[src/common/hcs_cfg.svh]
`ifndef HCS_CFG_SVH
`define HCS_CFG_SVH
// ****************************************
// Register offsets
// ****************************************
`define HCS_OFF_CMD 6'h00
`define HCS_OFF_STS 6'h01
`define HCS_OFF_PAR_LO 6'h02
`define HCS_OFF_PAR_HI 6'h1F
`define HCS_OFF_XMODE 6'h20
`define HCS_OFF_SRC_H 6'h21
`define HCS_OFF_SRC_M 6'h22
`define HCS_OFF_SRC_L 6'h23
`define HCS_OFF_DST_H 6'h24
`define HCS_OFF_DST_M 6'h25
`define HCS_OFF_DST_L 6'h26
`define HCS_OFF_CNT_H 6'h27
`define HCS_OFF_CNT_M 6'h28
`define HCS_OFF_CNT_L 6'h29
`define HCS_OFF_ICPU 6'h2A
`define HCS_OFF_EMASK 6'h2B
`define HCS_OFF_EFLAG 6'h30
`define HCS_OFF_ROM 6'h35
`define HCS_OFF_POL 6'h36
`define HCS_OFF_RST 6'h3E
`define HCS_OFF_TDATA 6'h3F
// ****************************************
// Field widths, positions and codes
// ****************************************
`define HCS_CMD_W 3
`define HCS_XMODE_MASK 8'hFB
`define HCS_SRC_H_W 4
`define HCS_CNT_H_W 3
`define HCS_ROM_W 3
`define HCS_EVT_W 3
`define HCS_POL_W 2
`define HCS_POL_ISREQ_BIT 1
`define HCS_POL_OSVLD_BIT 0
`define HCS_RST_NBR_BIT 1
`define HCS_RST_ALL_BIT 0
`define HCS_CMD_STBY 3'h1
`define HCS_CMD_START 3'h3
`define HCS_ST_INIT_CODE 3'h0
`define HCS_ST_STBY_CODE 3'h1
`define HCS_ST_ENC_CODE 3'h3
`define HCS_REG_RST 8'h00
`endif

[src/common/hcs_pkg.sv]
`include "hcs_cfg.svh"
`default_nettype none
package hcs_pkg;
  // Processing state, coded as the status register reports it
  typedef enum logic [2:0] {
    HCS_ST_INIT = `HCS_ST_INIT_CODE,
    HCS_ST_STBY = `HCS_ST_STBY_CODE,
    HCS_ST_ENC = `HCS_ST_ENC_CODE
  } hcs_state_e;
endpackage
`default_nettype wire

[src/common/hcs_cmd_if.sv]
`include "hcs_cfg.svh"
`default_nettype none
interface hcs_cmd_if;
  import hcs_pkg::*;
  logic cmdWrite;
  logic [`HCS_CMD_W-1:0] cmdCode;
  logic softClr;
  hcs_state_e state;
  logic startPulse;
  modport regs (output cmdWrite, output cmdCode, output softClr, input state, input startPulse);
  modport fsm (input cmdWrite, input cmdCode, input softClr, output state, output startPulse);
endinterface
`default_nettype wire

[src/design/hcs_host_regs.sv]
`include "hcs_cfg.svh"
`default_nettype none
// Summary of operation
// RULE_01: Command field decodes 001 as standby or stop, 011 as start.
// RULE_02: Host changes operating state only by writing a command code; a soft reset write to the reset register also returns it to initial.
// RULE_03: Acceptance of a command depends on the current processing state.
// RULE_04: An accepted command moves the device to the named state.
// RULE_05: Status register reports 000 initial, 001 standby, 011 encoding.
// RULE_06: An illegal command leaves state and status code unchanged.
// RULE_07: In initial state only standby is accepted, moving to standby.
// RULE_08: In standby only start is accepted, moving to encoding.
// RULE_09: While encoding only stop is accepted; others are rejected.
// RULE_10: Offsets 02h to 1Fh are a firmware-defined parameter window.
// RULE_11: On start the core reads parameters and runs while start stands.
// RULE_12: Codes other than 001 and 011 are reserved and never move state.
// RULE_13: Stop while encoding returns to standby with status 001.
module hcs_host_regs
  import hcs_pkg::*;
#(
  parameter int PAR_DEPTH = 30,
  parameter int EVT_W = `HCS_EVT_W
) (
  input wire logic clock,
  input wire logic rst,
  input wire logic [5:0] regAddr,
  input wire logic regWrEn,
  input wire logic regRdEn,
  input wire logic [7:0] regWrData,
  output logic [7:0] regRdData,
  output logic regRdValid,
  input wire logic [5:0] cpuParAddr,
  output logic [7:0] cpuParData,
  output logic encodeRun,
  output logic startPulse,
  output logic [7:0] transferMode,
  output logic [19:0] srcAddr,
  output logic [16:0] dstAddr,
  output logic [18:0] xferCount,
  output logic icpuInt,
  output logic [`HCS_ROM_W-1:0] romSelect,
  output logic isreqPol,
  output logic osvldPol,
  output logic cpuResetHold,
  input wire logic [EVT_W-1:0] dmaEvtSet,
  output logic dmaIrq,
  input wire logic [7:0] xferDataIn,
  output logic [7:0] xferDataOut,
  output logic xferDataWr,
  output logic xferDataRd
);
  // ****************************************
  // Decode helpers
  // ****************************************
  // Parameter window test, shared by write, read and core port
  function automatic logic inWindow(input logic [5:0] a);
    inWindow = (a >= `HCS_OFF_PAR_LO) && (a <= `HCS_OFF_PAR_HI);
  endfunction

  // Window index; only meaningful when inWindow holds
  function automatic logic [4:0] winIdx(input logic [5:0] a);
    logic [5:0] d;
    d = a - `HCS_OFF_PAR_LO;
    winIdx = d[4:0];
  endfunction

  // ****************************************
  // Storage
  // ****************************************
  hcs_cmd_if cmdIf ();
  logic [`HCS_CMD_W-1:0] cmdReg_q;
  logic [7:0] parMem_q [PAR_DEPTH];
  logic [7:0] xMode_q;
  logic [`HCS_SRC_H_W-1:0] srcHi_q;
  logic [7:0] srcMid_q;
  logic [7:0] srcLo_q;
  logic dstHi_q;
  logic [7:0] dstMid_q;
  logic [7:0] dstLo_q;
  logic [`HCS_CNT_H_W-1:0] cntHi_q;
  logic [7:0] cntMid_q;
  logic [7:0] cntLo_q;
  logic icpu_q;
  logic [`HCS_ROM_W-1:0] rom_q;
  logic [`HCS_POL_W-1:0] pol_q;
  logic nbr_q;
  logic [7:0] tdOut_q;
  logic tdWr_q;
  logic tdRd_q;
  logic [7:0] rdData_q;
  logic [7:0] rdData_d;
  logic rdValid_q;
  logic [7:0] cpuPar_q;
  logic [EVT_W-1:0] evtFlags;
  logic [EVT_W-1:0] evtMask;
  logic allClr;
  logic wrWin;

  // Soft reset from the reset register, acts on the write edge
  assign allClr = regWrEn && regAddr == `HCS_OFF_RST && regWrData[`HCS_RST_ALL_BIT];
  assign wrWin = regWrEn && inWindow(regAddr);

  // ****************************************
  // Command path
  // ****************************************
  // A write to the command register or a soft reset is the only way into the state machine
  // RULE_02: command write strobe
  assign cmdIf.cmdWrite = regWrEn && regAddr == `HCS_OFF_CMD;
  assign cmdIf.cmdCode = regWrData[`HCS_CMD_W-1:0];
  assign cmdIf.softClr = allClr;

  // Command register reads back what the host last wrote, or zero after a soft reset
  // RULE_01: three-bit command field
  always_ff @(posedge clock or posedge rst) begin
    if (rst) begin
      cmdReg_q <= '0;
    end else if (allClr) begin
      cmdReg_q <= '0;
    end else if (cmdIf.cmdWrite) begin
      cmdReg_q <= cmdIf.cmdCode;
    end
  end

  // Legality and transitions live in the state machine
  // RULE_09: only stop while encoding
  hcs_cmd_fsm u_fsm (
    .clock(clock),
    .rst(rst),
    .cmdIf(cmdIf.fsm)
  );

  // Core keeps running for as long as the encoding state stands
  // RULE_11: run level and start pulse
  assign encodeRun = cmdIf.state == HCS_ST_ENC;
  assign startPulse = cmdIf.startPulse;

  // ****************************************
  // Parameter window
  // ****************************************
  // Plain storage; meaning is given by whatever firmware runs
  // RULE_10: firmware parameter window
  always_ff @(posedge clock or posedge rst) begin
    if (rst) begin
      for (int i = 0; i < PAR_DEPTH; i++) begin
        parMem_q[i] <= `HCS_REG_RST;
      end
    end else if (wrWin) begin
      parMem_q[winIdx(regAddr)] <= regWrData;
    end
  end

  // Core-side read port, registered; out-of-window index reads zero
  // RULE_11: parameter fetch port
  always_ff @(posedge clock or posedge rst) begin
    if (rst) begin
      cpuPar_q <= `HCS_REG_RST;
    end else if (inWindow(cpuParAddr)) begin
      cpuPar_q <= parMem_q[winIdx(cpuParAddr)];
    end else begin
      cpuPar_q <= `HCS_REG_RST;
    end
  end

  // ****************************************
  // Transfer setup registers
  // ****************************************
  // Mode, address and count bytes; reserved bits are never stored
  always_ff @(posedge clock or posedge rst) begin
    if (rst) begin
      xMode_q <= `HCS_REG_RST;
      srcHi_q <= '0;
      srcMid_q <= `HCS_REG_RST;
      srcLo_q <= `HCS_REG_RST;
      dstHi_q <= 1'b0;
      dstMid_q <= `HCS_REG_RST;
      dstLo_q <= `HCS_REG_RST;
      cntHi_q <= '0;
      cntMid_q <= `HCS_REG_RST;
      cntLo_q <= `HCS_REG_RST;
    end else if (allClr) begin
      xMode_q <= `HCS_REG_RST;
      srcHi_q <= '0;
      srcMid_q <= `HCS_REG_RST;
      srcLo_q <= `HCS_REG_RST;
      dstHi_q <= 1'b0;
      dstMid_q <= `HCS_REG_RST;
      dstLo_q <= `HCS_REG_RST;
      cntHi_q <= '0;
      cntMid_q <= `HCS_REG_RST;
      cntLo_q <= `HCS_REG_RST;
    end else if (regWrEn) begin
      unique case (regAddr)
        `HCS_OFF_XMODE: xMode_q <= regWrData & `HCS_XMODE_MASK;
        `HCS_OFF_SRC_H: srcHi_q <= regWrData[`HCS_SRC_H_W-1:0];
        `HCS_OFF_SRC_M: srcMid_q <= regWrData;
        `HCS_OFF_SRC_L: srcLo_q <= regWrData;
        `HCS_OFF_DST_H: dstHi_q <= regWrData[0];
        `HCS_OFF_DST_M: dstMid_q <= regWrData;
        `HCS_OFF_DST_L: dstLo_q <= regWrData;
        `HCS_OFF_CNT_H: cntHi_q <= regWrData[`HCS_CNT_H_W-1:0];
        `HCS_OFF_CNT_M: cntMid_q <= regWrData;
        `HCS_OFF_CNT_L: cntLo_q <= regWrData;
        default: ;
      endcase
    end
  end

  // ****************************************
  // Miscellaneous control registers
  // ****************************************
  // Core interrupt, boot source, stream polarity, core reset hold
  always_ff @(posedge clock or posedge rst) begin
    if (rst) begin
      icpu_q <= 1'b0;
      rom_q <= '0;
      pol_q <= '0;
      nbr_q <= 1'b0;
    end else if (allClr) begin
      icpu_q <= 1'b0;
      rom_q <= '0;
      pol_q <= '0;
      nbr_q <= 1'b0;
    end else if (regWrEn) begin
      unique case (regAddr)
        `HCS_OFF_ICPU: icpu_q <= regWrData[0];
        `HCS_OFF_ROM: rom_q <= regWrData[`HCS_ROM_W-1:0];
        `HCS_OFF_POL: pol_q <= regWrData[`HCS_POL_W-1:0];
        `HCS_OFF_RST: nbr_q <= regWrData[`HCS_RST_NBR_BIT];
        default: ;
      endcase
    end
  end

  // Transfer event flags and their mask
  hcs_evt_flags #(
    .EVT_W(EVT_W)
  ) u_evt (
    .clock(clock),
    .rst(rst),
    .softClr(allClr),
    .evtSet(dmaEvtSet),
    .flagWr(regWrEn && regAddr == `HCS_OFF_EFLAG),
    .maskWr(regWrEn && regAddr == `HCS_OFF_EMASK),
    .wrData(regWrData[EVT_W-1:0]),
    .flags(evtFlags),
    .mask(evtMask),
    .irq(dmaIrq)
  );

  // ****************************************
  // Data port
  // ****************************************
  // Write hands a byte to the transfer engine, read pops one from it
  always_ff @(posedge clock or posedge rst) begin
    if (rst) begin
      tdOut_q <= `HCS_REG_RST;
      tdWr_q <= 1'b0;
      tdRd_q <= 1'b0;
    end else begin
      tdWr_q <= regWrEn && regAddr == `HCS_OFF_TDATA;
      tdRd_q <= regRdEn && regAddr == `HCS_OFF_TDATA;
      if (regWrEn && regAddr == `HCS_OFF_TDATA) begin
        tdOut_q <= regWrData;
      end
    end
  end

  // ****************************************
  // Read path
  // ****************************************
  // Unused and firmware-only offsets read as zero
  always_comb begin
    rdData_d = `HCS_REG_RST;
    if (inWindow(regAddr)) begin
      rdData_d = parMem_q[winIdx(regAddr)];
    end else begin
      unique case (regAddr)
        `HCS_OFF_CMD: rdData_d = {5'h00, cmdReg_q};
        // RULE_05: status shows processing state
        `HCS_OFF_STS: rdData_d = {5'h00, cmdIf.state};
        `HCS_OFF_XMODE: rdData_d = xMode_q;
        `HCS_OFF_SRC_H: rdData_d = {4'h0, srcHi_q};
        `HCS_OFF_SRC_M: rdData_d = srcMid_q;
        `HCS_OFF_SRC_L: rdData_d = srcLo_q;
        `HCS_OFF_DST_H: rdData_d = {7'h00, dstHi_q};
        `HCS_OFF_DST_M: rdData_d = dstMid_q;
        `HCS_OFF_DST_L: rdData_d = dstLo_q;
        `HCS_OFF_CNT_H: rdData_d = {5'h00, cntHi_q};
        `HCS_OFF_CNT_M: rdData_d = cntMid_q;
        `HCS_OFF_CNT_L: rdData_d = cntLo_q;
        `HCS_OFF_ICPU: rdData_d = {7'h00, icpu_q};
        `HCS_OFF_EMASK: rdData_d = {5'h00, evtMask};
        `HCS_OFF_EFLAG: rdData_d = {5'h00, evtFlags};
        `HCS_OFF_ROM: rdData_d = {5'h00, rom_q};
        `HCS_OFF_POL: rdData_d = {6'h00, pol_q};
        `HCS_OFF_RST: rdData_d = {6'h00, nbr_q, 1'b0};
        `HCS_OFF_TDATA: rdData_d = xferDataIn;
        default: rdData_d = `HCS_REG_RST;
      endcase
    end
  end

  // Read data held until the next read; valid is a one-cycle pulse
  always_ff @(posedge clock or posedge rst) begin
    if (rst) begin
      rdData_q <= `HCS_REG_RST;
      rdValid_q <= 1'b0;
    end else begin
      rdValid_q <= regRdEn;
      if (regRdEn) begin
        rdData_q <= rdData_d;
      end
    end
  end

  // ****************************************
  // Outputs
  // ****************************************
  assign regRdData = rdData_q;
  assign regRdValid = rdValid_q;
  assign cpuParData = cpuPar_q;
  assign transferMode = xMode_q;
  assign srcAddr = {srcHi_q, srcMid_q, srcLo_q};
  assign dstAddr = {dstHi_q, dstMid_q, dstLo_q};
  assign xferCount = {cntHi_q, cntMid_q, cntLo_q};
  assign icpuInt = icpu_q;
  assign romSelect = rom_q;
  assign isreqPol = pol_q[`HCS_POL_ISREQ_BIT];
  assign osvldPol = pol_q[`HCS_POL_OSVLD_BIT];
  assign cpuResetHold = nbr_q;
  assign xferDataOut = tdOut_q;
  assign xferDataWr = tdWr_q;
  assign xferDataRd = tdRd_q;
endmodule
`default_nettype wire

[src/design/hcs_cmd_fsm.sv]
`include "hcs_cfg.svh"
`default_nettype none
module hcs_cmd_fsm
  import hcs_pkg::*;
(
  input wire logic clock,
  input wire logic rst,
  hcs_cmd_if.fsm cmdIf
);
  hcs_state_e state_q;
  hcs_state_e state_d;
  logic startPulse_q;

  // Next state from the command just written; no write means hold
  always_comb begin
    // RULE_06: illegal holds state
    // RULE_12: reserved codes ignored
    state_d = state_q;
    if (cmdIf.cmdWrite) begin
      // RULE_03: per-state acceptance
      unique case (state_q)
        // RULE_07: standby from initial
        HCS_ST_INIT: if (cmdIf.cmdCode == `HCS_CMD_STBY) state_d = HCS_ST_STBY;
        // RULE_08: start from standby
        HCS_ST_STBY: if (cmdIf.cmdCode == `HCS_CMD_START) state_d = HCS_ST_ENC;
        // RULE_13: stop returns to standby
        HCS_ST_ENC: if (cmdIf.cmdCode == `HCS_CMD_STBY) state_d = HCS_ST_STBY;
        default: state_d = HCS_ST_INIT;
      endcase
    end
  end

  // State register; soft reset wins over any command
  // RULE_04: move to commanded state
  always_ff @(posedge clock or posedge rst) begin
    if (rst) begin
      state_q <= HCS_ST_INIT;
    end else if (cmdIf.softClr) begin
      state_q <= HCS_ST_INIT;
    end else begin
      state_q <= state_d;
    end
  end

  // One pulse when encoding begins, so the core fetches parameters once
  // RULE_11: start pulse
  always_ff @(posedge clock or posedge rst) begin
    if (rst) begin
      startPulse_q <= 1'b0;
    end else begin
      startPulse_q <= !cmdIf.softClr && state_q == HCS_ST_STBY && state_d == HCS_ST_ENC;
    end
  end

  assign cmdIf.state = state_q;
  assign cmdIf.startPulse = startPulse_q;
endmodule
`default_nettype wire

[src/design/hcs_evt_flags.sv]
`include "hcs_cfg.svh"
`default_nettype none
module hcs_evt_flags
  import hcs_pkg::*;
#(
  parameter int EVT_W = `HCS_EVT_W
) (
  input wire logic clock,
  input wire logic rst,
  input wire logic softClr,
  input wire logic [EVT_W-1:0] evtSet,
  input wire logic flagWr,
  input wire logic maskWr,
  input wire logic [EVT_W-1:0] wrData,
  output logic [EVT_W-1:0] flags,
  output logic [EVT_W-1:0] mask,
  output logic irq
);
  logic [EVT_W-1:0] flags_q;
  logic [EVT_W-1:0] mask_q;
  logic irq_q;

  // Sticky flags; writing 0 clears a bit, a same-cycle event still sets it
  always_ff @(posedge clock or posedge rst) begin
    if (rst) begin
      flags_q <= '0;
    end else if (softClr) begin
      flags_q <= evtSet;
    end else begin
      flags_q <= (flagWr ? (flags_q & wrData) : flags_q) | evtSet;
    end
  end

  // Mask bit set to 1 keeps the event off the request line
  always_ff @(posedge clock or posedge rst) begin
    if (rst) begin
      mask_q <= '0;
    end else if (softClr) begin
      mask_q <= '0;
    end else if (maskWr) begin
      mask_q <= wrData;
    end
  end

  // Registered request, one cycle behind the flags
  always_ff @(posedge clock or posedge rst) begin
    if (rst) begin
      irq_q <= 1'b0;
    end else begin
      irq_q <= |(flags_q & ~mask_q);
    end
  end

  assign flags = flags_q;
  assign mask = mask_q;
  assign irq = irq_q;
endmodule
`default_nettype wire

[config.mk]
export PLATFORM = sky130hd
export DESIGN_NAME = hcs_host_regs
export DESIGN_NICKNAME = d
export VERILOG_FILES = /design/src/common/hcs_pkg.sv /design/src/common/hcs_cmd_if.sv /design/src/design/hcs_host_regs.sv /design/src/design/hcs_cmd_fsm.sv /design/src/design/hcs_evt_flags.sv
export VERILOG_INCLUDE_DIRS = /design/src /design/src/common
export SDC_FILE = /design/constraint.sdc
export NUM_CORES = 1
export LEC_CHECK = 0
export BUFFER_PORTS_ARGS = -buffer_cell sky130_fd_sc_hd__buf_2
export CAP_MARGIN = 20
export CORE_ASPECT_RATIO = 1.1
export CORE_MARGIN = 4
export CORE_UTILIZATION = 51
export DETAILED_ROUTE_END_ITERATION = 8
export HOLD_SLACK_MARGIN = 0.08
export PLACE_DENSITY = 0.72
export SETUP_SLACK_MARGIN = 0.4
export SLEW_MARGIN = 20
export SYNTH_ARGS = -nofsm -noshare
export SYNTH_HDL_FRONTEND = slang
export SYNTH_HIERARCHICAL = 1
export SYNTH_SLANG_ARGS = --single-unit
export TNS_END_PERCENT = 1
[constraint.sdc]
create_clock -name clock -period 13.7 [get_ports clock]
set_input_delay 4.11 -clock clock [delete_from_list [all_inputs] [get_ports clock]]
set_output_delay 4.11 -clock clock [all_outputs]
set_load 0.02 [all_outputs]
==> impl_metrics.json <==
{
  "status": "complete, no violations",
  "num_antenna_cells": 0,
  "slowest_delay_ns": 0.87,
  "crit_path_max_fanout": 36,
  "synth-compound-area-share_pct": 6.87,
  "ys_ff_latch": 351,
  "synth_xor_area_share_pct": 0.134,
  "avgSynthCellArea_um2": 13.1,
  "synthTopCellsByArea": "dfrtp_1 47%, mux2_2 17%, mux4_2 15%",
  "start_util_pct": 51.6,
  "worst_slew_pin_slew_ns": 1.13,
  "ys_top_cells_by_count": "351 x dfrtp_1, 273 x mux2_2, 120 x mux4_2, 109 x nand2_1, 71 x a21oi_1",
  "firstDrtPassIters": 5,
  "yosysMostFrequentCell": "dfrtp_1",
  "cellLeakagePower_nw": 9.34,
  "syn-cell-area_mm2": 0.0186,
  "layout.nets": 1531,
  "num_rows": 73,
  "period_needed_ns": 7.55,
  "cts_tree": "yes",
  "clk_latency_ns": 0.53,
  "syn_to_final_growth_pct": 12.0,
  "drive_above_1_share_pct": 43.5,
  "finalSetupViolations": 0,
  "postCtsResizedCells": 0,
  "worstSetupEndpointType": "flip-flop",
  "antenna_found_initial": 1,
  "async_reset_ff_share_pct": 100,
  "cts_setup_buffers": 0,
  "slowest_stage": "o21ai_1",
  "max_freq_mhz": 132,
  "cts_inserted_buffers": 39,
  "clock_path_buffers": 3,
  "hold_class": "reg2reg",
  "synth_cell_type_count": 79,
  "gpl.final_weighted_congestion": 0.889,
  "fp.dieW_um": 190,
  "slew_violations": 0,
  "tns_ns": 0,
  "gr-usage-all-layers_pct": 26.1,
  "p_per_area_mw_per_mm2": 147,
  "pre_cts_ws_ns": 5.57,
  "clk_pin_slew_ns": 0.06,
  "synthMuxAreaShare_pct": 32.4,
  "slew_headroom_pct": 24.6,
  "die-area_mm2": 0.0396,
  "drt_iter0_drc": 1514,
  "viasPerCell": 6.54,
  "h-tree-depth": 2,
  "wl_per_cell_um": 26.0,
  "vias": 13100,
  "synth_nets": 1453,
  "synth_warnings": 6,
  "arrival_ns": 7.94,
  "synthAdderAreaFrac_pct": 0.134,
  "fin_skew_ns": 0.0106,
  "yosysSeqAreaShare_pct": 47.2,
  "synth_edf_count": 0,
  "synth_top_family_by_area": "multiplexers",
  "synth_top_area_share_pct": 47.2,
  "crit_buf_inv": 4,
  "drtAntennaViolNets": 0,
  "yosys.area_share.simple_pct": 9.78,
  "coreArea_mm2": 0.0361,
  "route.detailed.drc": 0,
  "ir_drop_mv": 0.0836,
  "hold_viol_final": 0,
  "io_buffers": 134,
  "grt_pass1_wl_um": 80200,
  "worstSetupStartpointType": "input pin",
  "critPathTopFamily": "compound AO/OA/AOI/OAI gates",
  "dp_hpwl_um": 34700,
  "worstPathRequired_ns": 14.09,
  "rsz0062_at_grt": "false",
  "grt_pass1_vias": 13100,
  "cpMostUsedCell": "buf_4",
  "hold_buffers": 0,
  "cts.sink_count": 351,
  "critical_path_class": "in2reg",
  "worst_slack_ns": 6.15,
  "overflow": 0,
  "synth_top_cell_by_area": "dfrtp_1",
  "cp_cell_sequence": "buf_4 > inv_1 > ha_1 > buf_4 > clkinv_1 > o21ai_1 > nor2b_1 > o41ai_1 > a31oi_1",
  "fin_crit_sh_pct": 55.1,
  "fillCellCount": 2894,
  "synth_ff_type": "dfrtp_1",
  "wirelength_um": 52300,
  "grt_max_degree": 170,
  "drv_cap": 0,
  "cts-root-buf": "clkbuf_16",
  "ios": 136,
  "die_y_um": 208,
  "synthCells": 1416
}
sequential cells by signal (all words and copies together), names as in the netlist, 4 cells and up:
| register | flops |
|---|---|
| parMem_q | 240 |
| cntLo_q | 8 |
| cntMid_q | 8 |
| cpuParData | 8 |
| dstLo_q | 8 |
| dstMid_q | 8 |
| regRdData | 8 |
| srcLo_q | 8 |
| srcMid_q | 8 |
| xferDataOut | 8 |
| transferMode | 7 |
| srcHi_q | 4 |
final timing paths:
check | from | to | slack, ns | cells past startpoint
setup / recovery | regAddr[1] | regRdData[7]$_DFFE_PP0P_ | 6.15 | 9
hold / removal | xferDataOut[2]$_DFFE_PP0P_ | xferDataOut[2]$_DFFE_PP0P_ | 0.50 | 1
setup reg to reg | parMem_q[199]$_DFFE_PP0P_ | regRdData[7]$_DFFE_PP0P_ | 11.15 | 5
hold reg to reg | xferDataOut[2]$_DFFE_PP0P_ | xferDataOut[2]$_DFFE_PP0P_ | 0.50 | 1
max in group asynchronous | rst | parMem_q[95]$_DFFE_PP0P_ | 8.39 | 3
min in group asynchronous | rst | u_fsm/cmdIf.state[0]$_DFF_PP0_ | 3.50 | 2
layout by cell type (no fill, tap or decap), types with 4 or more instances in the layout:
master / Yosys / layout
a211oi_1: 9 / 9
nand2b_1: 10 / 10
o2bb2ai_1: 6 / 6
mux2_2: 273 / 273
mux2i_1: 22 / 22
nor3_4: 6 / 6
nor3_1: 7 / 7
nand4_1: 8 / 8
inv_1: 23 / 22
clkbuf_1: 58 / 9
mux4_2: 120 / 120
nor2_1: 32 / 32
nor2_2: 5 / 5
bufinv_16: 0 / 4
a221oi_1: 6 / 6
a222oi_1: 14 / 14
o31ai_1: 8 / 8
and3_1: 6 / 6
clkbuf_8: 0 / 11
nand3_1: 70 / 70
nor2_8: 4 / 4
nand2_2: 7 / 7
a31o_2: 4 / 4
a22oi_1: 17 / 17
clkbuf_16: 0 / 41
and2_1: 7 / 6
nor4_1: 4 / 4
nor2b_1: 7 / 7
nand3_2: 10 / 10
dfrtp_1: 351 / 351
buf_4: 11 / 21
nand2_1: 109 / 109
o21ai_0: 19 / 19
buf_2: 35 / 130
a21oi_1: 71 / 71
through the flow:
| step | power (W) | utilization, % | hold slack [ns] | instances | instance area, µm² |
|---|---|---|---|---|---|
| floorplan | 0.00177 | - | 0.469 | 1416 | 18600 |
| global placement | 0.00195 | 54.0 | 0.484 | 1940 | 19500 |
| detailed placement | 0.00198 | 54.0 | 0.490 | 1940 | 19500 |
| CTS | 0.00308 | 57.8 | 0.511 | 2009 | 20900 |
| global route | 0.00319 | 57.8 | 0.523 | 2009 | 20900 |
| finish | 0.00307 | 57.8 | 0.503 | 2009 | 20900 |
area by class of cell:
cell class                      count  area (µm²)  share of cell area [%]
Clock buffer                       61        1210                    5.81
Clock inverter                      8         146                   0.702
Inverter                           24        93.8                   0.450
Multi-Input combinational cell    926        9180                    44.0
Sequential cell                   351        8780                    42.1
Tap cell                          487         609                    2.92
Timing Repair Buffer              152         828                    3.97
power by group:
part	total, W	internal, W	switching [W]
logic	0.000622	0.000312	0.000310
registers	0.00135	0.00121	0.000139
clock network	0.00110	0.000681	0.000418
logic make-up after synthesis:
family	Yosys count
AND/OR/NAND/NOR	319
buffers and inverters	139
flip-flops	351
other	1
AO/OA/AOI/OAI	186
multiplexers	416
adder cells (fa/ha/maj)	2
XOR/XNOR	2
per-layer routing:
metal	part of all wire, %	vias up	GRT usage, %
li1	-	5517	-
met1	40	6827	36.2
met2	47	656	40.6
met3	8.1	140	5.03
met4	4.9	2	11.3
met5	0.019	-	0
Note: power is estimated with default switching activity, not from simulation.
